$ cat src/common/dsg_pkg.sv
// package: register map, field layout and carrier types of the deep-sleep clock gate bank one
// Behaviour
// - each writable bit clocks exactly one unit
// - access to an unclocked unit gets bus fault
// - all gating bits reset to zero
// - run, sleep and deep-sleep gate registers kept
// - sleep registers apply only with auto gating set
// - bits 17 and 16 gate counters one, zero
// - bit 12 gates two-wire unit zero
// - bit 4 gates sync serial unit zero
// - bit 0 gates async serial unit zero
package dsg_pkg;

	localparam int unsigned DATA_W    = 32;
	localparam int unsigned ADDR_W    = 12;
	localparam int unsigned STRB_W    = DATA_W / 8;
	localparam int unsigned NUM_UNITS = 32;
	localparam int unsigned UNIT_W    = 5;

	// register byte offsets
	localparam logic [ADDR_W-1:0] OFS_RUN_GATE   = 12'h104;
	localparam logic [ADDR_W-1:0] OFS_SLEEP_GATE = 12'h114;
	localparam logic [ADDR_W-1:0] OFS_DEEP_GATE  = 12'h124;
	localparam logic [ADDR_W-1:0] OFS_RUN_CFG    = 12'h140;
	localparam logic [ADDR_W-1:0] OFS_FAULT_STAT = 12'h150;
	localparam logic [ADDR_W-1:0] OFS_FAULT_MASK = 12'h154;

	// gate field positions
	localparam int unsigned BIT_COMPARATOR_ONE   = 25;
	localparam int unsigned BIT_COMPARATOR_ZERO  = 24;
	localparam int unsigned BIT_GP_COUNTER_THREE = 19;
	localparam int unsigned BIT_GP_COUNTER_TWO   = 18;
	localparam int unsigned BIT_GP_COUNTER_ONE   = 17;
	localparam int unsigned BIT_GP_COUNTER_ZERO  = 16;
	localparam int unsigned BIT_TWO_WIRE_ZERO    = 12;
	localparam int unsigned BIT_SYNC_SERIAL_ZERO = 4;
	localparam int unsigned BIT_ASYNC_SERIAL_ZERO = 0;

	localparam logic [DATA_W-1:0] GATE_WR_MASK =
		(32'h1 << BIT_COMPARATOR_ONE)   | (32'h1 << BIT_COMPARATOR_ZERO) |
		(32'h1 << BIT_GP_COUNTER_THREE) | (32'h1 << BIT_GP_COUNTER_TWO) |
		(32'h1 << BIT_GP_COUNTER_ONE)   | (32'h1 << BIT_GP_COUNTER_ZERO) |
		(32'h1 << BIT_TWO_WIRE_ZERO)    | (32'h1 << BIT_SYNC_SERIAL_ZERO) |
		(32'h1 << BIT_ASYNC_SERIAL_ZERO);
	localparam logic [DATA_W-1:0] GATE_RESET = 32'h0000_0000;

	// run clock configuration fields
	localparam int unsigned       BIT_AUTO_CLOCK_GATING = 0;
	localparam logic [DATA_W-1:0] CFG_WR_MASK = 32'h1 << BIT_AUTO_CLOCK_GATING;
	localparam logic              CFG_RESET   = 1'b0;

	localparam logic [DATA_W-1:0] FAULT_RESET = 32'h0000_0000;
	localparam logic [DATA_W-1:0] RDATA_NONE  = 32'h0000_0000;

	typedef enum logic [1:0] {
		DSG_MODE_RUN,
		DSG_MODE_SLEEP,
		DSG_MODE_DEEP
	} dsg_mode_t;

	typedef struct packed {
		logic              valid;
		logic              write;
		logic [UNIT_W-1:0] unit;
	} dsg_periph_req_t;

	typedef struct packed {
		logic fault;
		logic ok;
	} dsg_periph_rsp_t;

endpackage

$ cat src/dsg_fault_check.sv
// module: decides whether a peripheral access hits a clocked or an unclocked unit
`timescale 1ns/10ps
module dsg_fault_check #(
	parameter int unsigned NUM_UNITS = 32,
	parameter int unsigned UNIT_W    = 5
) (
	// unit clock enables as seen by the units
	input  wire logic [NUM_UNITS-1:0] unit_en,
	// access attempt
	input  wire logic                 req_valid,
	input  wire logic [UNIT_W-1:0]    req_unit,
	// verdict
	output logic                      fault,
	output logic                      ok,
	output logic [NUM_UNITS-1:0]      fault_onehot
);

	logic [NUM_UNITS-1:0] sel;

	assign sel          = req_valid ? (NUM_UNITS'(1) << req_unit) : '0;
	// an unclocked unit cannot answer, so the access faults
	assign fault        = |(sel & ~unit_en);
	assign ok           = |(sel & unit_en);
	assign fault_onehot = sel & ~unit_en;

endmodule // dsg_fault_check

$ cat src/dsg_clock_gate_bank.sv
// module: deep-sleep clock gate bank one with run/sleep siblings, apb slave and fault interrupt
`timescale 1ns/10ps
module dsg_clock_gate_bank (
	// clock and reset
	input  wire logic                     pclk,
	input  wire logic                     presetn,
	// apb slave
	input  wire logic                     psel,
	input  wire logic                     penable,
	input  wire logic                     pwrite,
	input  wire logic [dsg_pkg::ADDR_W-1:0] paddr,
	input  wire logic [dsg_pkg::DATA_W-1:0] pwdata,
	input  wire logic [dsg_pkg::STRB_W-1:0] pstrb,
	output logic      [dsg_pkg::DATA_W-1:0] prdata,
	output logic                          pready,
	output logic                          pslverr,
	// power management mode
	input  wire dsg_pkg::dsg_mode_t       power_mode,
	// unit clock enables
	output logic      [dsg_pkg::NUM_UNITS-1:0] unit_clk_en,
	// peripheral access check
	input  wire dsg_pkg::dsg_periph_req_t periph_req,
	output dsg_pkg::dsg_periph_rsp_t      periph_rsp,
	// interrupt
	output logic                          irq
);
	import dsg_pkg::*;

	logic [DATA_W-1:0]    run_gate_ff;
	logic [DATA_W-1:0]    sleep_gate_ff;
	logic [DATA_W-1:0]    deep_gate_ff;
	logic                 acg_ff;
	logic [DATA_W-1:0]    fault_stat_ff;
	logic [DATA_W-1:0]    nxt_fault_stat;
	logic [DATA_W-1:0]    fault_mask_ff;
	logic [DATA_W-1:0]    prdata_ff;
	logic [DATA_W-1:0]    nxt_prdata;
	logic                 pready_ff;
	logic                 pslverr_ff;
	logic                 nxt_pslverr;
	logic [NUM_UNITS-1:0] clk_en_ff;
	logic [NUM_UNITS-1:0] nxt_clk_en;
	dsg_periph_rsp_t      periph_rsp_ff;
	logic                 irq_ff;
	logic                 setup_phase;
	logic                 access_done;
	logic                 wr_take;
	logic                 rd_take;
	logic                 sel_run_gate;
	logic                 sel_sleep_gate;
	logic                 sel_deep_gate;
	logic                 sel_run_cfg;
	logic                 sel_fault_stat;
	logic                 sel_fault_mask;
	logic                 wr_run_gate;
	logic                 wr_sleep_gate;
	logic                 wr_deep_gate;
	logic                 wr_run_cfg;
	logic                 wr_fault_mask;
	logic                 rd_fault_stat;
	logic [DATA_W-1:0]    byte_mask;
	logic [DATA_W-1:0]    rd_clear;
	logic                 chk_fault;
	logic                 chk_ok;
	logic [NUM_UNITS-1:0] chk_fault_onehot;

	// merge a strobed write into a register, touching writable bits only
	function automatic logic [DATA_W-1:0] merge_write(
		input logic [DATA_W-1:0] old_val,
		input logic [DATA_W-1:0] wdata,
		input logic [DATA_W-1:0] bmask,
		input logic [DATA_W-1:0] wmask
	);
		logic [DATA_W-1:0] m;
		m = bmask & wmask;
		return (old_val & ~m) | (wdata & m);
	endfunction

	// apb phases: data is captured in setup, answer given in the single access cycle
	assign setup_phase = psel & ~penable;
	assign access_done = psel & penable & pready_ff;
	assign wr_take     = access_done & pwrite & ~pslverr_ff;
	assign rd_take     = access_done & ~pwrite & ~pslverr_ff;

	always_comb begin
		byte_mask = '0;
		for (int i = 0; i < STRB_W; i++) begin
			byte_mask[i*8 +: 8] = {8{pstrb[i]}};
		end
	end

	// read decode and unmapped-address answer
	always_comb begin
		nxt_prdata  = RDATA_NONE;
		nxt_pslverr = 1'b0;
		case (paddr)
			OFS_RUN_GATE: begin
				nxt_prdata = run_gate_ff;
			end
			OFS_SLEEP_GATE: begin
				nxt_prdata = sleep_gate_ff;
			end
			OFS_DEEP_GATE: begin
				nxt_prdata = deep_gate_ff;
			end
			OFS_RUN_CFG: begin
				nxt_prdata = (DATA_W'(acg_ff) << BIT_AUTO_CLOCK_GATING) & CFG_WR_MASK;
			end
			OFS_FAULT_STAT: begin
				nxt_prdata = fault_stat_ff;
			end
			OFS_FAULT_MASK: begin
				nxt_prdata = fault_mask_ff;
			end
			default: begin
				nxt_pslverr = 1'b1;
			end
		endcase
	end

	// one select per register, shared by the write strobes and the read clear
	always_comb begin
		sel_run_gate   = 1'b0;
		sel_sleep_gate = 1'b0;
		sel_deep_gate  = 1'b0;
		sel_run_cfg    = 1'b0;
		sel_fault_stat = 1'b0;
		sel_fault_mask = 1'b0;
		case (paddr)
			OFS_RUN_GATE: begin
				sel_run_gate = 1'b1;
			end
			OFS_SLEEP_GATE: begin
				sel_sleep_gate = 1'b1;
			end
			OFS_DEEP_GATE: begin
				sel_deep_gate = 1'b1;
			end
			OFS_RUN_CFG: begin
				sel_run_cfg = 1'b1;
			end
			OFS_FAULT_STAT: begin
				sel_fault_stat = 1'b1;
			end
			OFS_FAULT_MASK: begin
				sel_fault_mask = 1'b1;
			end
			default: begin
				sel_run_gate = 1'b0;
			end
		endcase
	end

	// the fault status has no write strobe: writes to it are ignored
	assign wr_run_gate   = wr_take & sel_run_gate;
	assign wr_sleep_gate = wr_take & sel_sleep_gate;
	assign wr_deep_gate  = wr_take & sel_deep_gate;
	assign wr_run_cfg    = wr_take & sel_run_cfg;
	assign wr_fault_mask = wr_take & sel_fault_mask;
	assign rd_fault_stat = rd_take & sel_fault_stat;

	always_ff @(posedge pclk or negedge presetn) begin
		if (!presetn) begin
			pready_ff <= 1'b0;
		end else begin
			pready_ff <= setup_phase;
		end
	end

	always_ff @(posedge pclk or negedge presetn) begin
		if (!presetn) begin
			prdata_ff  <= RDATA_NONE;
			pslverr_ff <= 1'b0;
		end else if (setup_phase) begin
			prdata_ff  <= pwrite ? RDATA_NONE : nxt_prdata;
			pslverr_ff <= nxt_pslverr;
		end else if (access_done) begin
			prdata_ff  <= RDATA_NONE;
			pslverr_ff <= 1'b0;
		end
	end

	// three parallel gate registers, reserved bits held at zero
	always_ff @(posedge pclk or negedge presetn) begin
		if (!presetn) begin
			run_gate_ff <= GATE_RESET;
		end else if (wr_run_gate) begin
			run_gate_ff <= merge_write(run_gate_ff, pwdata, byte_mask, GATE_WR_MASK);
		end
	end

	always_ff @(posedge pclk or negedge presetn) begin
		if (!presetn) begin
			sleep_gate_ff <= GATE_RESET;
		end else if (wr_sleep_gate) begin
			sleep_gate_ff <= merge_write(sleep_gate_ff, pwdata, byte_mask, GATE_WR_MASK);
		end
	end

	always_ff @(posedge pclk or negedge presetn) begin
		if (!presetn) begin
			deep_gate_ff <= GATE_RESET;
		end else if (wr_deep_gate) begin
			// only the unit bits take a write; reserved bits stay zero whatever is written back
			deep_gate_ff <= merge_write(deep_gate_ff, pwdata, byte_mask, GATE_WR_MASK);
		end
	end

	always_ff @(posedge pclk or negedge presetn) begin
		if (!presetn) begin
			acg_ff <= CFG_RESET;
		end else if (wr_run_cfg && pstrb[BIT_AUTO_CLOCK_GATING / 8]) begin
			acg_ff <= pwdata[BIT_AUTO_CLOCK_GATING];
		end
	end

	always_ff @(posedge pclk or negedge presetn) begin
		if (!presetn) begin
			fault_mask_ff <= FAULT_RESET;
		end else if (wr_fault_mask) begin
			fault_mask_ff <= merge_write(fault_mask_ff, pwdata, byte_mask, GATE_WR_MASK);
		end
	end

	// mode picks the register; sleep registers are ignored unless auto gating is on
	always_comb begin
		nxt_clk_en = run_gate_ff;
		case (power_mode)
			DSG_MODE_RUN: begin
				nxt_clk_en = run_gate_ff;
			end
			DSG_MODE_SLEEP: begin
				if (acg_ff) begin
					nxt_clk_en = sleep_gate_ff;
				end
			end
			DSG_MODE_DEEP: begin
				if (acg_ff) begin
					nxt_clk_en = deep_gate_ff;
				end
			end
			default: begin
				nxt_clk_en = run_gate_ff;
			end
		endcase
	end

	always_ff @(posedge pclk or negedge presetn) begin
		if (!presetn) begin
			clk_en_ff <= GATE_RESET;
		end else begin
			clk_en_ff <= nxt_clk_en & GATE_WR_MASK;
		end
	end

	// access check against the enables the units actually see
	dsg_fault_check #(
		.NUM_UNITS (NUM_UNITS),
		.UNIT_W    (UNIT_W)
	) u_fault_check (
		.unit_en      (clk_en_ff),
		.req_valid    (periph_req.valid),
		.req_unit     (periph_req.unit),
		.fault        (chk_fault),
		.ok           (chk_ok),
		.fault_onehot (chk_fault_onehot)
	);

	always_ff @(posedge pclk or negedge presetn) begin
		if (!presetn) begin
			periph_rsp_ff <= '0;
		end else begin
			periph_rsp_ff.fault <= chk_fault;
			periph_rsp_ff.ok    <= chk_ok;
		end
	end

	// read clears only the bits that were returned, so a new fault is never lost
	assign rd_clear = rd_fault_stat ? prdata_ff : '0;

	always_comb begin
		nxt_fault_stat = (fault_stat_ff & ~rd_clear) | chk_fault_onehot;
	end

	always_ff @(posedge pclk or negedge presetn) begin
		if (!presetn) begin
			fault_stat_ff <= FAULT_RESET;
		end else begin
			fault_stat_ff <= nxt_fault_stat;
		end
	end

	always_ff @(posedge pclk or negedge presetn) begin
		if (!presetn) begin
			irq_ff <= 1'b0;
		end else begin
			irq_ff <= |(nxt_fault_stat & fault_mask_ff);
		end
	end

	assign prdata      = prdata_ff;
	assign pready      = pready_ff;
	assign pslverr     = pslverr_ff;
	assign unit_clk_en = clk_en_ff;
	assign periph_rsp  = periph_rsp_ff;
	assign irq         = irq_ff;

endmodule // dsg_clock_gate_bank

$ cat config.mk
export PLATFORM = sky130hd
export DESIGN_NAME = dsg_clock_gate_bank
export DESIGN_NICKNAME = d
export VERILOG_FILES = /design/src/common/dsg_pkg.sv /design/src/dsg_fault_check.sv /design/src/dsg_clock_gate_bank.sv
export SDC_FILE = /design/constraint.sdc
export NUM_CORES = 1
export LEC_CHECK = 0
export BUFFER_PORTS_ARGS = -buffer_cell sky130_fd_sc_hd__buf_2
export CORE_MARGIN = 2
export CORE_UTILIZATION = 46
export DETAILED_ROUTE_END_ITERATION = 10
export GPL_TIMING_DRIVEN = 1
export HOLD_SLACK_MARGIN = 0.06
export PLACE_DENSITY = 0.69
export SLEW_MARGIN = 20
export SYNTH_ARGS = -nofsm -noshare
export SYNTH_HDL_FRONTEND = slang
export SYNTH_HIERARCHICAL = 1
export SYNTH_SLANG_ARGS = --single-unit
$ cat constraint.sdc
create_clock -name pclk -period 2.06 [get_ports pclk]
set_input_delay 0.309 -clock pclk [delete_from_list [all_inputs] [get_ports pclk]]
set_output_delay 0.309 -clock pclk [all_outputs]
set_load 0.005 [all_outputs]
Word-level counts from Yosys, hierarchy flattened --
Cells that the tools add are included.
Operators by class: eq/ne operators 8, shift-type cells 1, mux-type cells 18, bitwise logic cells 33, reductions and logical operators 6
Operators by type and width (count):
- $and A32 B32 Y32 | 7
- $pmux W32 S6 | 1
- $mux W32 | 5
- $or A32 B32 Y32 | 5
- $reduce_or A32 Y1 | 3
- $eq A12 B9 Y1 const B | 6
- $and A32 B26 Y32 | 2
- $not A26 Y32 | 2
- $mux W26 | 2
- $pmux W26 S2 | 1
- $not A32 Y32 | 1
- $shl A1 B5 Y32 const A | 1
- $and A1 B1 Y1 | 13
- $mux W1 | 9
- $reduce_or A6 Y1 | 1
- $not A1 Y1 | 3
- $eq A2 B1 Y1 const B | 1
- $eq A2 B2 Y1 const B | 1
- $reduce_bool A2 Y1 | 1
- $logic_and A1 B1 Y1 | 1
Word-level totals: register bits after elaboration 207, input bits 62, output and inout port bits 69, logic and storage cells 79

Depth between registers and ports, before layout --
Gate-level depths: netlist of run 1.
depth in word-level cells 11, gate-level depth with buffers 9

Cells and area by module --
The synthesis of run 1 kept the hierarchy.
Modules (own cells, without submodules):
- dsg_clock_gate_bank | times used 1, cells each 458, area an instance 5247.5 um^2, sequential area each 2877.8 um^2
- dsg_fault_check | times used 1, cells each 157, area an instance 983.4 um^2, sequential area each 0.0 um^2

Least setup slack after synthesis of run 1 --
OpenSTA, ideal clock, no wires.
kind input to register, from input paddr[4] (netlist name), to register with a tool-made name, data arrival time 1835 ps, data required time 1935 ps, slack 101 ps, stages on the path 6, path buffers 1, cell sequence buf_2 > nor4b_4 > nand3_2 > nor3b_1 > and2_0 > mux2_2
RTL lines:
- from (decl) | line dsg_clock_gate_bank.sv:11 | input wire logic [dsg_pkg::ADDR_W-1:0] paddr,

==> results of run 1 <==
==> per-stage QoR <==
step	power, uW	cell area (um2)	cells	worst slack (ns)	utilization
finish	5740	7900	990	0.145	0.597
global route	5950	7900	990	0.0166	0.597
CTS	5770	7900	990	0.0557	0.597
detailed placement	3020	7340	958	-0.138	0.554
global placement	3000	7340	958	-0.0663	0.554
floorplan	2810	6570	705	0.101	-
==> kinds of logic after synthesis <==
family,share of synthesized area
simple gates,0.171
compound gates,0.211
flops,0.462
buf+inv,0.0697
mux,0.0817
fa+ha+maj,0.00402
other cells,0.000602
==> worst min path at each step <==
stage,endpoint,start,cells after the start
5_1_grt,flop,pwdata[17],2
3_3_place_gp,prdata[30]$_DFFE_PN0P_,presetn,1
6_report,flop,pwdata[19],2
3_5_place_dp,fault_stat_ff[26]$_DFF_PN0_,presetn,1
2_1_floorplan,async pin,presetn,0
4_1_cts,flop,pwdata[19],2
==> worst register-to-register path, delay by kind of cell (launching register included) <==
kind	cells	cell delay, ns
muxes	1	0.33
buffers and inverters	2	0.26
DFF	1	0.38
and+or+nand+nor	4	0.82
==> routing by layer <==
metal	vias up	track usage	share of wire
li1	2551	-	-
met1	2579	0.296	0.44
met5	-	0	0
met3	23	0.0476	0.042
met4	0	0.0879	0.016
met2	159	0.404	0.50
==> cell usage in the layout, fill, tap and decap left out, types with 17 or more instances in the layout <==
cell	instances
conb_1	91
nand2_1	66
nor3_1	37
buf_4	50
o21ai_0	25
inv_1	24
dfrtp_1	115
a22oi_1	19
a22o_1	32
a21o_1	32
clkbuf_16	17
nor2_1	24
mux2_2	39
buf_2	82
==> layout make-up <==
class,count,area share
clock buffers,26,0.0632
flip-flops and latches,115,0.364
well taps,176,0.0279
multi-input cells,506,0.414
clock inverters,5,0.00634
repair buffers,138,0.113
inverters,24,0.0114
==> power by group <==
group          leakage, uW  internal, uW  switching, uW  total, uW
combinational      0.00200           229            295        524
sequential         0.00154          2390           81.8       2470
clock             0.000274          1770            974       2740
total              0.00381          4390           1350       5740
==> timing repair <==
action                                 4_1_cts  5_1_grt
resized for setup                            0        1
hold buffers                                 1        0
setup endpoints to repair                    0        4
endpoints found under the hold margin       34        0
==> flow_metrics.env, run 1 <==
export IMPL_synthArstFlopShare=1.00
export IMPL_rsz0062_at_grt="false"
export IMPL_outcome="finished clean"
export IMPL_final_nets=866
export IMPL_synth_top_cell_area_share=0.462
export IMPL_drc_errors=0
export IMPL_antenna_found_initial=0
export IMPL_synth_top_cells_by_count="dfrtp_1, nand2_1, mux2_2"
export IMPL_antenna_left=0
export IMPL_port_buffer_count=83
export IMPL_synth_edf_count=0
export IMPL_fmax_mhz=522
export IMPL_tns_ns=0
export IMPL_finalCritPeriodShare=0.929
export IMPL_vias_per_cell=5.37
export IMPL_crit_buf_inv=2
export IMPL_core_area_um2=13200
export IMPL_r2r_start="pslverr$_DFFE_PN0P_"
export IMPL_grt_pass1_wl_um=26800
export IMPL_hold_path_class="in2reg"
export IMPL_regArea_um2=2880
export IMPL_reg2reg_slack_ns=0.15
export IMPL_cts_max_level=4
export IMPL_cts_setup_buffers=0
export IMPL_routedWlPerCell_um=16.6
export IMPL_grt_max_degree=46
export IMPL_startpoint_type="flop"
export IMPL_rr_worst_depth=7
export IMPL_p_leak_uw=0.00381
export IMPL_die_width_um=120
export IMPL_crit_required_ns=2.35
export IMPL_synth_top_cell_by_area="dfrtp_1"
export IMPL_first_pass_iters=5
export IMPL_initial_core_util=0.471
export IMPL_end_kind="flop"
export IMPL_synth_area_leaders="dfrtp_1, mux2_2, a22o_1"
export IMPL_drv_slew=0
export IMPL_syn_avg_cell_area_um2=10.1
export IMPL_clockRootBuffer="clkbuf_16"
export IMPL_maxCapViolCount=0
export IMPL_hpwlAfterDp_um=12300
export IMPL_clock_sinks=115
export IMPL_vias=5312
export IMPL_io_pins=131
export IMPL_crit_start="pslverr$_DFFE_PN0P_"
export IMPL_first_iter_violations=370
export IMPL_area_growth_pct=26.8
export IMPL_gp_congestion=0.942
export IMPL_drive_above_1_share=0.269
export IMPL_dieArea_um2=14500
export IMPL_min_period_ns=1.91
export IMPL_slowest_delay_ns=0.38
export IMPL_synthCells=615
export IMPL_crit_family="simple AND/OR/NAND/NOR gates"
export IMPL_cp_max_fo=3
export IMPL_synthDistinctLibCells=62
export IMPL_die_h_um=120
export IMPL_fill_cells=1150
export IMPL_antennaDiodeCount=0
export IMPL_crit_arrival_ns=2.21
export IMPL_crit_cells=7
export IMPL_rows=42
export IMPL_synthMostInstantiatedCell="dfrtp_1"
export IMPL_routed_wl_um=16500
export IMPL_slowest_stage="dfrtp_1"
export IMPL_power_density_nw_per_um2=727
export IMPL_synthesis_area_um2=6230
export IMPL_criticalPathCategory="reg2reg"
export IMPL_cts_tree="built"
export IMPL_grt_util_all_layers=0.236
export IMPL_clockBufferDepth=2
export IMPL_vdd_ir_drop_worst_v=0.000673
export IMPL_multiInputGateArea_um2=3270
export IMPL_crit_chain="and4b_1 > and2_1 > nor3b_1 > buf_4 > buf_4 > and2_1 > mux2_2"
export IMPL_synth_seq_cells=115
export IMPL_hold_violations=0
export IMPL_setup_viol=0
export IMPL_clkTransAtPathRegs_ns=0.05
export IMPL_yosys_warnings=6
export IMPL_hold_ws_ns=0.175
export IMPL_numCtsBuffers=17
export IMPL_first_global_vias=5328
export IMPL_insertion_delay_ns=0.41
export IMPL_overflow=0
export IMPL_seq_area_frac_synth=0.462
export IMPL_fin_skew_ns=0.00778
export IMPL_ys_flop_type="dfrtp_1"
Note: power is estimated with default switching activity, not from simulation.
==> run 2: changes to the inputs <==
--- a/config.mk
+++ b/config.mk
@@ -8,8 +8,9 @@
 export BUFFER_PORTS_ARGS = -buffer_cell sky130_fd_sc_hd__buf_2
 export CORE_MARGIN = 2
 export CORE_UTILIZATION = 46
+export CTS_BUF_LIST = sky130_fd_sc_hd__clkbuf_8
 export DETAILED_ROUTE_END_ITERATION = 10
-export GPL_TIMING_DRIVEN = 1
+export GPL_TIMING_DRIVEN = 0
 export HOLD_SLACK_MARGIN = 0.06
 export PLACE_DENSITY = 0.69
 export SLEW_MARGIN = 20
==> flow_metrics.env, run 2 (synthesis results as in run 1) <==
export IMPL_antenna_found_initial=0
export IMPL_grt_util_all_layers=0.241
export IMPL_port_buffer_count=81
export IMPL_min_period_ns=1.94
export IMPL_vias_per_cell=5.35
export IMPL_dp_cells=963
export IMPL_antenna_left=0
export IMPL_p_leak_uw=0.00374
export IMPL_worstHoldPathCells=2
export IMPL_drv_slew=0
export IMPL_end_kind="flop"
export IMPL_max_slew_margin=0.511
export IMPL_final_nets=871
export IMPL_routed_wl_um=16900
export IMPL_vdd_ir_drop_worst_v=0.000495
export IMPL_power_density_nw_per_um2=666
export IMPL_setup_viol=0
export IMPL_multiInputGateArea_um2=3280
export IMPL_finalCritPeriodShare=0.940
export IMPL_vias=5325
export IMPL_min_delay_start="pwdata[12]"
export IMPL_slowest_stage="nor4_4"
export IMPL_final_util=0.580
export IMPL_fmax_mhz=516
export IMPL_die_h_um=120
export IMPL_gp_congestion=0.897
export IMPL_outcome="finished clean"
export IMPL_cts_tree="built"
export IMPL_initial_core_util=0.471
export IMPL_crit_required_ns=2.39
export IMPL_overflow=0
export IMPL_cp_max_fo=10
export IMPL_r2r_start="pslverr$_DFFE_PN0P_"
export IMPL_regArea_um2=2880
export IMPL_rr_worst_depth=5
export IMPL_slowest_delay_ns=0.50
export IMPL_io_pins=131
export IMPL_cts_max_level=4
export IMPL_clockBufferDepth=2
export IMPL_core_area_um2=13200
export IMPL_first_iter_violations=393
export IMPL_grt_pass1_wl_um=27300
export IMPL_fin_total_pwr_uw=5120
export IMPL_hold_path_class="in2reg"
export IMPL_dieArea_um2=14500
export IMPL_crit_buf_inv=1
export IMPL_first_pass_iters=5
export IMPL_hpwlAfterDp_um=12600
export IMPL_area_growth_pct=23.4
export IMPL_fill_cells=1189
export IMPL_criticalPathCategory="in2reg"
export IMPL_worst_pin_slew_ns=0.732
export IMPL_instances_no_fill=996
export IMPL_crit_arrival_ns=2.26
export IMPL_hold_violations=0
export IMPL_crit_chain="buf_2 > or3b_1 > nor4_4 > nand2_1 > nor2_4 > mux2_2"
export IMPL_antennaDiodeCount=0
export IMPL_fin_skew_ns=0.00929
export IMPL_startpoint_type="primary input"
export IMPL_rsz0062_at_grt="false"
export IMPL_clock_sinks=115
export IMPL_grt_max_degree=77
export IMPL_numCtsBuffers=17
export IMPL_layout_common_cells="dfrtp_1, buf_2, conb_1, nand2_1, mux2_2"
export IMPL_routedWlPerCell_um=17.0
export IMPL_reg2reg_slack_ns=0.15
export IMPL_die_width_um=120
export IMPL_first_global_vias=5268
export IMPL_rows=42
export IMPL_layout_commonest_cell="dfrtp_1"
export IMPL_clkTransAtPathRegs_ns=0.07
export IMPL_maxCapViolCount=0
export IMPL_crit_family="simple AND/OR/NAND/NOR gates"
export IMPL_insertion_delay_ns=0.44
export IMPL_drc_errors=0
export IMPL_clockRootBuffer="clkbuf_8"
export IMPL_drive_above_1_share=0.266
## run 2: cell types whose count changed in the layout (fill, tap and decap cells not counted), moves of 2 or more
cell       change
buf_2         +15
clkbuf_16     -17
buf_1          +2
buf_6          +3
and2_1         -3
clkbuf_8      +18
and2_2         +3
buf_4         -23
buf_12         -5
clkbuf_1       +7
## run 2: worst max-delay path by stage
stage / start / end / depth (start not counted)
2_1_floorplan: paddr[4] / flop / 6
3_3_place_gp: presetn / async pin / 1
3_5_place_dp: paddr[9] / flop / 6
4_1_cts: pslverr$_DFFE_PN0P_ / fault_stat_ff[20]$_DFF_PN0_ / 8
5_1_grt: paddr[3] / flop / 6
6_report: paddr[9] / flop / 6
## run 2: timing repair
item | in CTS | in global routing
endpoints found under the setup margin | 13 | 43
buffers inserted | 1 | 0
resized for setup | 4 | 11
hold buffers | 1 | 0
hold endpoints to repair | 39 | 0
pin swaps | 0 | 0
gates cloned | 0 | 0
## run 2: layout make-up
| class | count | area share |
|---|---|---|
| well taps | 176 | 0.0287 |
| inverters | 24 | 0.0117 |
| flip-flops and latches | 115 | 0.374 |
| clock buffers | 22 | 0.0394 |
| repair buffers | 84 | 0.0594 |
| plain buffers | 59 | 0.0462 |
| multi-input cells | 506 | 0.427 |
| clock inverters | 10 | 0.0137 |
## run 2: report_power, final
| group | leakage, uW | internal [uW] | switching [uW] |
|---|---|---|---|
| sequential | 0.00154 | 2390 | 82.3 |
| combinational | 0.00199 | 227 | 297 |
| clock | 0.000216 | 1220 | 899 |
## run 2: per-stage QoR
| step | hold slack [ns] | setup TNS, ns | setup WS, ns | cell area (um2) |
|---|---|---|---|---|
| final | 0.150 | 0 | 0.123 | 7690 |
| after global placement | 0.459 | -96.15 | -0.696 | 7190 |
| after global routing | 0.127 | 0 | 0.00137 | 7690 |
| after detailed placement | 0.242 | -19.89 | -0.572 | 7230 |
| after CTS | 0.126 | -0.0260 | -0.0128 | 7670 |
| after floorplan | 0.0134 | 0 | 0.101 | 6570 |
## run 2: metal layers
layer	global-route usage	vias up	routed length, um
li1	-	2560	-
met1	0.314	2579	7560
met2	0.401	160	8250
met3	0.0481	26	756
met4	0.0858	0	327
met5	0	-	0
